**config.mk**
```make
export PLATFORM = sky130hd
export DESIGN_NAME = adc_gain_offset_output
export DESIGN_NICKNAME = d
export VERILOG_FILES = /design/src/rtl/adc_back_pkg.sv /design/src/rtl/adc_gain_offset_output.sv /design/src/rtl/trim_gain_chan.sv /design/src/rtl/sample_link_out.sv
export SDC_FILE = /design/constraint.sdc
export NUM_CORES = 2
export LEC_CHECK = 0
export ABC_AREA = 1
export BUFFER_PORTS_ARGS = -buffer_cell sky130_fd_sc_hd__buf_2
export CORE_MARGIN = 2
export CORE_UTILIZATION = 50
export DETAILED_ROUTE_END_ITERATION = 6
export HOLD_SLACK_MARGIN = 0.05
export PLACE_DENSITY = 0.67
export REMOVE_ABC_BUFFERS = 1
export SLEW_MARGIN = 5
export SYNTH_ARGS = -nofsm -noshare
export SYNTH_HDL_FRONTEND = slang
export SYNTH_HIERARCHICAL = 1
export SYNTH_SLANG_ARGS = --single-unit
```
**constraint.sdc**
```tcl
create_clock -name ref_clk -period 17.39 [get_ports ref_clk]
set_clock_uncertainty 0.05 [all_clocks]
set_input_delay 1.739 -clock ref_clk [delete_from_list [all_inputs] [get_ports ref_clk]]
set_output_delay 1.739 -clock ref_clk [all_outputs]
set_load 0.02 [all_outputs]
```
**src/rtl/adc_back_pkg.sv**
```systemverilog
// Shared constants and types for the converter back end.
package adc_back_pkg;
   localparam int DW = 11;
   localparam int ACC_W = 43;
   // Register byte offsets on the APB slave.
   localparam logic [7:0] CTRL_OFS = 8'h00;
   localparam logic [7:0] GAIN_OFS = 8'h04;
   localparam logic [7:0] TRIM_OFS = 8'h08;
   localparam logic [7:0] STAT_OFS = 8'h0C;
   // Mode code that turns on the gain and trim functions.
   localparam logic [1:0] MODE_ENABLE = 2'h3;
   localparam logic [3:0] GAIN_MAX_CODE = 4'hC;
   localparam logic [3:0] PERIOD_MAX_CODE = 4'hB;
   // Loop period code zero is 1M sample cycles, that is two to the twentieth.
   localparam int TRIM_BASE_SHIFT = 20;
   // About 0.98 mV per code, so ten codes cover the 10 mV trim range.
   localparam int OFS_LIMIT = 10;
   localparam int GAIN_FRAC = 12;
   localparam logic [10:0] FS_POS = 11'h3FF;
   localparam logic [10:0] FS_NEG = 11'h400;
   localparam logic [10:0] FS_POS_OB = 11'h7FF;
   localparam logic [10:0] FS_NEG_OB = 11'h000;
   // Output frame phases: one slot of four cycles, two slots when multiplexed.
   localparam logic [2:0] LAST_PHASE_ONE = 3'h3;
   localparam logic [2:0] LAST_PHASE_MUX = 3'h7;
   localparam int PAIRS = 6;
   // Gain factors in half-dB steps, fixed point with twelve fraction bits.
   localparam logic [13:0] GAIN_Q12 [13] = '{
      14'h1000, 14'h10F3, 14'h11F4, 14'h1305, 14'h1425, 14'h1556, 14'h169A,
      14'h17F1, 14'h195C, 14'h1ADC, 14'h1C74, 14'h1E23, 14'h1FED};

   typedef struct packed {
      logic       mux_mode;
      logic       sample_number_format;
      logic       diff_clock_drive_double;
      logic       data_drive_double;
      logic       ddr_select;
      logic [1:0] digital_mode;
   } ctrl_t;

   typedef struct packed {
      logic [3:0] gain_b;
      logic [3:0] gain_a;
   } gain_t;

   typedef struct packed {
      logic [3:0] dc_trim_loop_period;
      logic       dc_trim_hold;
      logic       dc_trim_enable;
   } trim_t;

   typedef struct packed {
      logic [10:0] code;
      logic        over_pos;
      logic        over_neg;
   } raw_t;

   typedef struct packed {
      logic clk;
      raw_t a;
      raw_t b;
   } link_in_t;

   typedef struct packed {
      logic        forwarded_sample_clock;
      logic [10:0] second_channel_bus;
      logic [10:0] first_channel_bus;
   } link_pins_t;

   localparam ctrl_t CTRL_RST = '0;
   localparam gain_t GAIN_RST = '0;
   localparam trim_t TRIM_RST = '0;
endpackage

```
**src/rtl/adc_gain_offset_output.sv**
```systemverilog
// Converter back end top: register slave, sample capture, trim, gain and output.
`timescale 1ns/10ps
`default_nettype none
// Behaviour
// RULE1: Gain is settable from 0 dB to 6 dB in half-dB steps.
// RULE2: Gain is off after reset; enabling it starts at 0 dB until rewritten.
// RULE3: Each gain step scales the input level that reaches full scale.
// RULE4: Software enables the mode bits before writing a non-zero gain.
// RULE5: When enabled the trim estimates offset within ten millivolts and subtracts it.
// RULE6: While enabled the current correction applies to every sample.
// RULE7: Four-bit period code gives 1M doubling to 2048M cycles; codes above reserved.
// RULE8: The loop period counts sample cycles, so seconds scale with rate.
// RULE9: Hold stops estimate updates but keeps applying the last estimate.
// RULE10: Software sets mode bits, then trim enable and period code.
// RULE11: Two 11-bit sample words leave with one shared forwarded clock.
// RULE12: One bit selects DDR or parallel output.
// RULE13: DDR mode carries two bits per pair per output clock period.
// RULE14: Separate bits double data and clock buffer drive strength.
// RULE15: Parallel mode drives one bit per pin, one word per sample.
// RULE16: The receiver captures parallel words on the forwarded clock rising edge.
// RULE17: Above 150 MSPS the receiver should capture with a delayed input clock.
// RULE18: Positive overdrive gives 7FF offset binary or 3FF twos complement.
// RULE19: Negative overdrive gives 000 offset binary or 400 twos complement.
// RULE20: Multiplexed mode puts both channels on lane B and drives lane A low.
// RULE21: Estimator is a first-order accumulator; gain follows offset removal.
// RULE22: DDR sends even bits on one phase, odd on the other, clock centred.
module adc_gain_offset_output #(
   parameter int TRIM_SHIFT = adc_back_pkg::TRIM_BASE_SHIFT
) (
   input  wire logic                     ref_clk,
   input  wire logic                     resetn,
   input  wire logic                     psel,
   input  wire logic                     penable,
   input  wire logic                     pwrite,
   input  wire logic [7:0]               paddr,
   input  wire logic [31:0]              pwdata,
   output var  logic [31:0]              prdata,
   output var  logic                     pready,
   output var  logic                     pslverr,
   input  wire logic                     conv_clk,
   input  wire adc_back_pkg::raw_t       conv_a,
   input  wire adc_back_pkg::raw_t       conv_b,
   output var  adc_back_pkg::link_pins_t out_pins,
   output var  logic                     data_drive_double,
   output var  logic                     diff_clock_drive_double
);
   import adc_back_pkg::*;

   // Capture stage state.
   link_in_t sync1_r, sync2_r;
   logic     clk_prev_r;
   logic     take;

   // Register file state.
   ctrl_t       ctrl_r, ctrl_nxt;
   gain_t       gain_r, gain_nxt;
   trim_t       trim_r, trim_nxt;
   logic [31:0] prdata_r, prdata_nxt;
   logic        wr_en, rd_setup, mapped, mode_on, trim_on;
   logic [5:0]  shift;

   // Channel results.
   logic [10:0]        word_w [2];
   logic               valid_w [2];
   logic signed [10:0] est_w [2];
   raw_t               raw_w [2];
   logic [3:0]         gcode_w [2];

   // Converter clock and sample words come from outside; two flops before any use.
   always_ff @(posedge ref_clk or negedge resetn) begin
      if (!resetn) begin
         sync1_r <= '0;
         sync2_r <= '0;
         clk_prev_r <= 1'b0;
      end else begin
         sync1_r <= {conv_clk, conv_a, conv_b};
         sync2_r <= sync1_r;
         clk_prev_r <= sync2_r.clk;
      end
   end

   // A sample is taken on each rising converter clock edge seen after the synchroniser.
   assign take = sync2_r.clk && !clk_prev_r; // see RULE8
   assign raw_w[0] = sync2_r.a;
   assign raw_w[1] = sync2_r.b;

   // APB decode: zero wait states, error on unmapped offsets.
   always_comb begin
      mapped = (paddr == CTRL_OFS) || (paddr == GAIN_OFS)
               || (paddr == TRIM_OFS) || (paddr == STAT_OFS);
      wr_en = psel && penable && pwrite && mapped;
      rd_setup = psel && !penable && !pwrite;
   end

   assign pready = 1'b1;
   assign pslverr = psel && penable && !mapped;

   // Mode gating of the gain and trim functions.
   assign mode_on = ctrl_r.digital_mode == MODE_ENABLE;
   assign trim_on = mode_on && trim_r.dc_trim_enable; // see RULE5
   assign shift = 6'(TRIM_SHIFT) + {2'h0, trim_r.dc_trim_loop_period}; // see RULE7

   // Register writes; gain clamps to its top code and reserved periods are ignored.
   always_comb begin
      ctrl_nxt = ctrl_r;
      gain_nxt = gain_r;
      trim_nxt = trim_r;
      if (wr_en && paddr == CTRL_OFS) begin
         ctrl_nxt = ctrl_t'(pwdata[6:0]); // see RULE12
         // Turning the mode on starts gain at 0 dB.
         if (ctrl_nxt.digital_mode == MODE_ENABLE && !mode_on) begin
            gain_nxt = GAIN_RST; // see RULE2
         end
      end
      if (wr_en && paddr == GAIN_OFS) begin
         gain_nxt.gain_a = (pwdata[3:0] > GAIN_MAX_CODE) ? GAIN_MAX_CODE
                           : pwdata[3:0]; // see RULE1
         gain_nxt.gain_b = (pwdata[7:4] > GAIN_MAX_CODE) ? GAIN_MAX_CODE
                           : pwdata[7:4];
      end
      if (wr_en && paddr == TRIM_OFS) begin
         trim_nxt.dc_trim_enable = pwdata[0];
         trim_nxt.dc_trim_hold = pwdata[1]; // see RULE9
         if (pwdata[5:2] <= PERIOD_MAX_CODE) begin
            trim_nxt.dc_trim_loop_period = pwdata[5:2]; // see RULE7
         end
      end
   end

   // Read data is captured in the setup cycle and held through the access.
   always_comb begin
      prdata_nxt = prdata_r;
      if (rd_setup) begin
         case (paddr)
            CTRL_OFS: prdata_nxt = {25'h0000000, ctrl_r};
            GAIN_OFS: prdata_nxt = {24'h000000, gain_r};
            TRIM_OFS: prdata_nxt = {26'h0000000, trim_r};
            STAT_OFS: prdata_nxt = {5'h00, est_w[1], 5'h00, est_w[0]};
            default:  prdata_nxt = 32'h00000000;
         endcase
      end
   end

   // Register file flops.
   always_ff @(posedge ref_clk or negedge resetn) begin
      if (!resetn) begin
         ctrl_r <= CTRL_RST;
         gain_r <= GAIN_RST;
         trim_r <= TRIM_RST;
         prdata_r <= '0;
      end else begin
         ctrl_r <= ctrl_nxt;
         gain_r <= gain_nxt;
         trim_r <= trim_nxt;
         prdata_r <= prdata_nxt;
      end
   end

   assign prdata = prdata_r;
   // Drive strength controls go straight to the pad buffers.
   assign data_drive_double = ctrl_r.data_drive_double; // see RULE14
   assign diff_clock_drive_double = ctrl_r.diff_clock_drive_double; // see RULE14
   assign gcode_w[0] = gain_r.gain_a;
   assign gcode_w[1] = gain_r.gain_b;

   // One trim and gain path per channel, each correcting every sample it takes.
   for (genvar ch = 0; ch < 2; ch++) begin : g_chan
      trim_gain_chan u_chan (
         .ref_clk       (ref_clk),
         .resetn        (resetn),
         .take          (take), // see RULE6
         .raw           (raw_w[ch]),
         .trim_on       (trim_on),
         .hold          (trim_r.dc_trim_hold),
         .shift         (shift),
         .gain_on       (mode_on),
         .gain_code     (gcode_w[ch]),
         .offset_binary (ctrl_r.sample_number_format),
         .word          (word_w[ch]),
         .word_valid    (valid_w[ch]),
         .est           (est_w[ch])
      );
   end

   // Both words go out together with one forwarded clock.
   sample_link_out u_out (
      .ref_clk (ref_clk),
      .resetn  (resetn),
      .load    (valid_w[0]), // see RULE11
      .word_a  (word_w[0]),
      .word_b  (word_w[1]),
      .ddr     (ctrl_r.ddr_select),
      .mux     (ctrl_r.mux_mode),
      .pins    (out_pins)
   );
endmodule
`default_nettype wire

```
**src/rtl/trim_gain_chan.sv**
```systemverilog
// One channel of offset trim, digital gain, clamping and number format.
`timescale 1ns/10ps
`default_nettype none
module trim_gain_chan (
   input  wire logic                     ref_clk,
   input  wire logic                     resetn,
   input  wire logic                     take,
   input  wire adc_back_pkg::raw_t       raw,
   input  wire logic                     trim_on,
   input  wire logic                     hold,
   input  wire logic [5:0]               shift,
   input  wire logic                     gain_on,
   input  wire logic [3:0]               gain_code,
   input  wire logic                     offset_binary,
   output var  logic [10:0]              word,
   output var  logic                     word_valid,
   output var  logic signed [10:0]       est
);
   import adc_back_pkg::*;

   logic signed [ACC_W-1:0] acc_r, acc_nxt, est_full;
   logic signed [10:0]      x, est_c, sat;
   logic signed [11:0]      corr;
   logic signed [26:0]      prod, scaled;
   logic [3:0]              gidx;
   logic [10:0]             word_r, word_nxt;
   logic                    valid_r;
   logic signed [10:0]      est_r;

   // Low-pass estimate with weight one over the loop period, then gain and clamp.
   always_comb begin
      x = signed'({~raw.code[10], raw.code[9:0]});
      est_full = acc_r >>> shift;
      if (est_full > OFS_LIMIT) begin
         est_c = 11'(OFS_LIMIT);
      end else if (est_full < -OFS_LIMIT) begin
         est_c = -11'(OFS_LIMIT);
      end else begin
         est_c = est_full[10:0];
      end
      acc_nxt = acc_r;
      if (!trim_on) begin
         acc_nxt = '0;
      end else if (take && !hold) begin
         acc_nxt = acc_r + ACC_W'(x) - est_full; // see RULE21
      end
      corr = 12'(x) - 12'(est_c); // see RULE5
      gidx = (gain_on && gain_code <= GAIN_MAX_CODE) ? gain_code : 4'h0;
      prod = corr * signed'({1'b0, GAIN_Q12[gidx]}); // see RULE3
      scaled = prod >>> GAIN_FRAC;
      if (raw.over_pos || scaled > 27'sd1023) begin
         sat = signed'(FS_POS); // see RULE18
      end else if (raw.over_neg || scaled < -27'sd1024) begin
         sat = signed'(FS_NEG); // see RULE19
      end else begin
         sat = scaled[10:0];
      end
      word_nxt = take ? (offset_binary ? {~sat[10], sat[9:0]} : sat) : word_r;
   end

   // Registers of the trim loop and the output word.
   always_ff @(posedge ref_clk or negedge resetn) begin
      if (!resetn) begin
         acc_r <= '0;
         word_r <= '0;
         valid_r <= 1'b0;
         est_r <= '0;
      end else begin
         acc_r <= acc_nxt;
         word_r <= word_nxt;
         valid_r <= take;
         est_r <= trim_on ? est_c : 11'sh000;
      end
   end

   assign word = word_r;
   assign word_valid = valid_r;
   assign est = est_r;
endmodule
`default_nettype wire

```
**src/rtl/sample_link_out.sv**
```systemverilog
// Output serializer: parallel or DDR words, multiplexing and forwarded clock.
`timescale 1ns/10ps
`default_nettype none
module sample_link_out (
   input  wire logic                     ref_clk,
   input  wire logic                     resetn,
   input  wire logic                     load,
   input  wire logic [10:0]              word_a,
   input  wire logic [10:0]              word_b,
   input  wire logic                     ddr,
   input  wire logic                     mux,
   output var  adc_back_pkg::link_pins_t pins
);
   import adc_back_pkg::*;

   link_pins_t  pins_r, pins_nxt;
   logic [10:0] wa_r, wa_nxt, wb_r, wb_nxt;
   logic [2:0]  phase_r, phase_nxt;
   logic        run_r, run_nxt;
   logic        ddr_r, ddr_nxt, mux_r, mux_nxt;
   logic [11:0] ext_a, ext_b;
   logic [5:0]  ev_a, od_a, ev_b, od_b;

   // Lane B carries channel A then channel B when multiplexed.
   assign ext_a = {1'b0, wa_r};
   assign ext_b = {1'b0, (mux_r && !phase_r[2]) ? wa_r : wb_r};

   // Even bits go out on one clock phase, odd bits on the other.
   for (genvar k = 0; k < PAIRS; k++) begin : g_pair
      assign ev_a[k] = ext_a[2*k];
      assign od_a[k] = ext_a[2*k+1];
      assign ev_b[k] = ext_b[2*k];
      assign od_b[k] = ext_b[2*k+1];
   end

   // Frame sequencing and pin values; DDR clock edges fall mid-way between data changes, parallel clock falls with them.
   always_comb begin
      wa_nxt = wa_r;
      wb_nxt = wb_r;
      phase_nxt = phase_r;
      run_nxt = run_r;
      pins_nxt = pins_r;
      ddr_nxt = ddr_r;
      mux_nxt = mux_r;
      // DDR and lane B selection are latched per frame; lane A low-drive follows the live mux input mid-frame.
      if (load) begin
         wa_nxt = word_a;
         wb_nxt = word_b;
         phase_nxt = 3'h0;
         run_nxt = 1'b1;
         ddr_nxt = ddr;
         mux_nxt = mux;
      end else if (run_r) begin
         phase_nxt = phase_r + 3'h1;
         run_nxt = phase_r != (mux_r ? LAST_PHASE_MUX : LAST_PHASE_ONE);
      end
      if (run_r) begin
         case (phase_r[1:0])
            2'h0: begin
               pins_nxt.forwarded_sample_clock = 1'b0;
               if (ddr_r) begin
                  pins_nxt.first_channel_bus = {5'h00, ev_a}; // see RULE22
                  pins_nxt.second_channel_bus = {5'h00, ev_b};
               end else begin
                  pins_nxt.first_channel_bus = wa_r; // see RULE15
                  pins_nxt.second_channel_bus = ext_b[10:0];
               end
            end
            2'h1: pins_nxt.forwarded_sample_clock = ddr_r; // see RULE13
            2'h2: begin
               // The clock stays high here so the DDR fall lands mid-way in the odd bits.
               pins_nxt.forwarded_sample_clock = 1'b1;
               if (ddr_r) begin
                  pins_nxt.first_channel_bus = {5'h00, od_a}; // see RULE22
                  pins_nxt.second_channel_bus = {5'h00, od_b};
               end
            end
            2'h3: pins_nxt.forwarded_sample_clock = ~ddr_r;
            default: pins_nxt.forwarded_sample_clock = 1'b0;
         endcase
      end else if (ddr) begin
         // An idle DDR link parks its clock low, so no frame starts on a clock fall.
         pins_nxt.forwarded_sample_clock = 1'b0; // see RULE22
      end
      if (mux) begin
         pins_nxt.first_channel_bus = '0; // see RULE20
      end
   end

   // Registers of the output stage.
   always_ff @(posedge ref_clk or negedge resetn) begin
      if (!resetn) begin
         pins_r <= '0;
         wa_r <= '0;
         wb_r <= '0;
         phase_r <= '0;
         run_r <= 1'b0;
         ddr_r <= 1'b0;
         mux_r <= 1'b0;
      end else begin
         pins_r <= pins_nxt;
         wa_r <= wa_nxt;
         wb_r <= wb_nxt;
         phase_r <= phase_nxt;
         run_r <= run_nxt;
         ddr_r <= ddr_nxt;
         mux_r <= mux_nxt;
      end
   end

   assign pins = pins_r;
endmodule
`default_nettype wire

```
==> run_results.csv <==
group,metric,value,unit
clocking,hold_buffers,0,
routing,drc,0,
floorplan,core_area,73000,µm²
critical_path,path_common_cell,"nand2_1",
global_routing,grt_use_total,0.297,
floorplan,start_util,0.504,
routing,wl_per_cell,17.5,µm
critical_path,cp_max_fo,29,
clocking,cts_htree_levels,2,
global_routing,grt_first_pass_wirelength,179,mm
floorplan,die_x,275,µm
critical_path,cpPeakStageDelay,0.88,ns
global_routing,antenna_found_initial,8,
sta,min_period_over_period,0.673,
layout,finalCoreUtilization,0.536,
floorplan,die_h,275,µm
layout,drive_above_1_share,0.0602,
sta,fmax,85.5,MHz
sta,tightest_slew,1.19,ns
routing,vias,35200,
hold_path,min_path_type,"register to register",
synthesis,syn_inst,5377,
clocking,clockRootBuffer,"clkbuf_16",
clocking,cts_tree,"yes",
place,port_buffers,95,
routing,first_pass_iters,6,
synthesis,post_synth.cell_area_avg,6.84,µm²
critical_path,crit_family,"simple AND/OR/NAND/NOR gates",
sta,setup_tns,0,ns
sta,maxSlewViolCount,0,
floorplan,die-area,75800,µm²
sta,hold_viol,0,
floorplan,fp-row-count,99,
critical_path,worst_setup_path_start_kind,"register",
floorplan,io_pins,131,
clocking,clock_sinks,280,
clocking,ctsResizeCount,0,
clocking,clock_path_buffers,3,
outcome,run_status,"finished clean",
place,gp_congestion,0.996,
clocking,clkLatencyLatePin,0.59,ns
power,leakage,20.9,nW
sta,holdWs,0.295,ns
sta,setup_viol,0,
place,pre_cts_slack,5.92,ns
job,cap_violations,0,
critical_path,timing.critical_path.buf_inv,9,
global_routing,grt_pass1_vias,33500,
power,powerDensity,60.6,nW/µm²
routing,wl,112,mm
sta,slew_headroom,0.206,
sta,min_period,11.70,ns
layout,fin_area,39100,µm²
clocking,cts_buffers,38,
layout,fillers,7311,
sta,rsz0062_at_grt,"false",
global_routing,grt.overflow.total,0,
critical_path,critPathRequiredTime,17.78,ns
critical_path,cp.arrival,12.09,ns
clocking,post_cts_buffers,0,
layout,final_nets,6042,
place,dp.cells,6308,
power,irDropWorstVdd,0.000103,V
synthesis,yosys_warnings,6,
critical_path,cp-end-kind,"register",
clocking,clk_pin_slew,0.06,ns
layout,syn2layout_area_growth,6.30,%
sta,worst_slack,5.69,ns
critical_path,r2r_slack,5.69,ns
synthesis,syn_area,36800,µm²
routing,dr.first_iter.drc_count,3599,
power,power,2.37,mW
global_routing,grt_max_degree,118,
routing,antenna_left,0,
place,place_hpwl,88.8,mm
layout,layout.cells.non_filler,6377,
routing,vias_per_cell,5.52,
critical_path,cp_slowest_cell,"nor2_2",
critical_path,crit_type,"register to register",
place,placed_area,37900,µm²
## layout make-up
cell class | instances | area [µm²] | area share
well taps | 959 | 1200 | 0.0307
repair buffers | 127 | 726 | 0.0186
inverters | 1007 | 3790 | 0.0968
clock inverters | 15 | 191 | 0.00489
multi-input cells | 3935 | 25100 | 0.643
flip-flops and latches | 280 | 7010 | 0.179
clock buffers | 53 | 1060 | 0.0270
diodes | 1 | 2.50 | 0.0000640
## cells in the final DEF, fill, tap and decap left out, drive strengths merged, types with 14 or more instances in the layout
cell type and instances:
o21ai 252, a21oi 261, nand4 32, buf 127
clkinv 35, o211ai 16, nand3 738, a21o 14
dfrtp 280, nor2 415, a31oi 17, xnor2 15
inv 983, xor2 24, o22ai 40, nand2 1390
nand3b 16, nor3 31, fa 306, clkbuf 53
ha 275, o21bai 16
## final timing paths
check / from / end / cells after the start
setup / recovery: trim_r[4] / g_chan[1].u_chan/word[3] / 51
hold / removal: sync1_r[24] / raw_w[24] / 0
setup reg to reg: trim_r[4] / g_chan[1].u_chan/word[3] / 51
hold reg to reg: sync1_r[24] / raw_w[24] / 0
max in group asynchronous: resetn / raw_w[12] / 4
min in group asynchronous: resetn / u_out/phase_r[0] / 1
## report_power, final
group	internal (mW)	leakage (nW)	total, mW	switching (mW)
logic	0.266	16.7	0.832	0.566
clock network	0.460	0.604	0.793	0.333
registers	0.707	3.61	0.744	0.0368
## state kept, by name, summed over array words and instances (netlist names), 11 cells and up
name                 count
prdata                  22
sync1_r                 27
g_chan.u_chan/word      22
g_chan.u_chan/acc_r     86
raw_w                   26
u_out/pins              23
u_out/wa_r              11
g_chan.u_chan/est       22
u_out/wb_r              11
## metal layers
layer,wire (µm),share of wire,vias to the layer above,GRT usage
met5,60,0.00054,-,0
met4,2890,0.026,10,0.0724
met3,8820,0.079,172,0.0534
met2,49000,0.44,1296,0.464
met1,50800,0.46,16700,0.428
li1,-,-,17000,-
No activity file was read; power rests on OpenSTA's default activity.
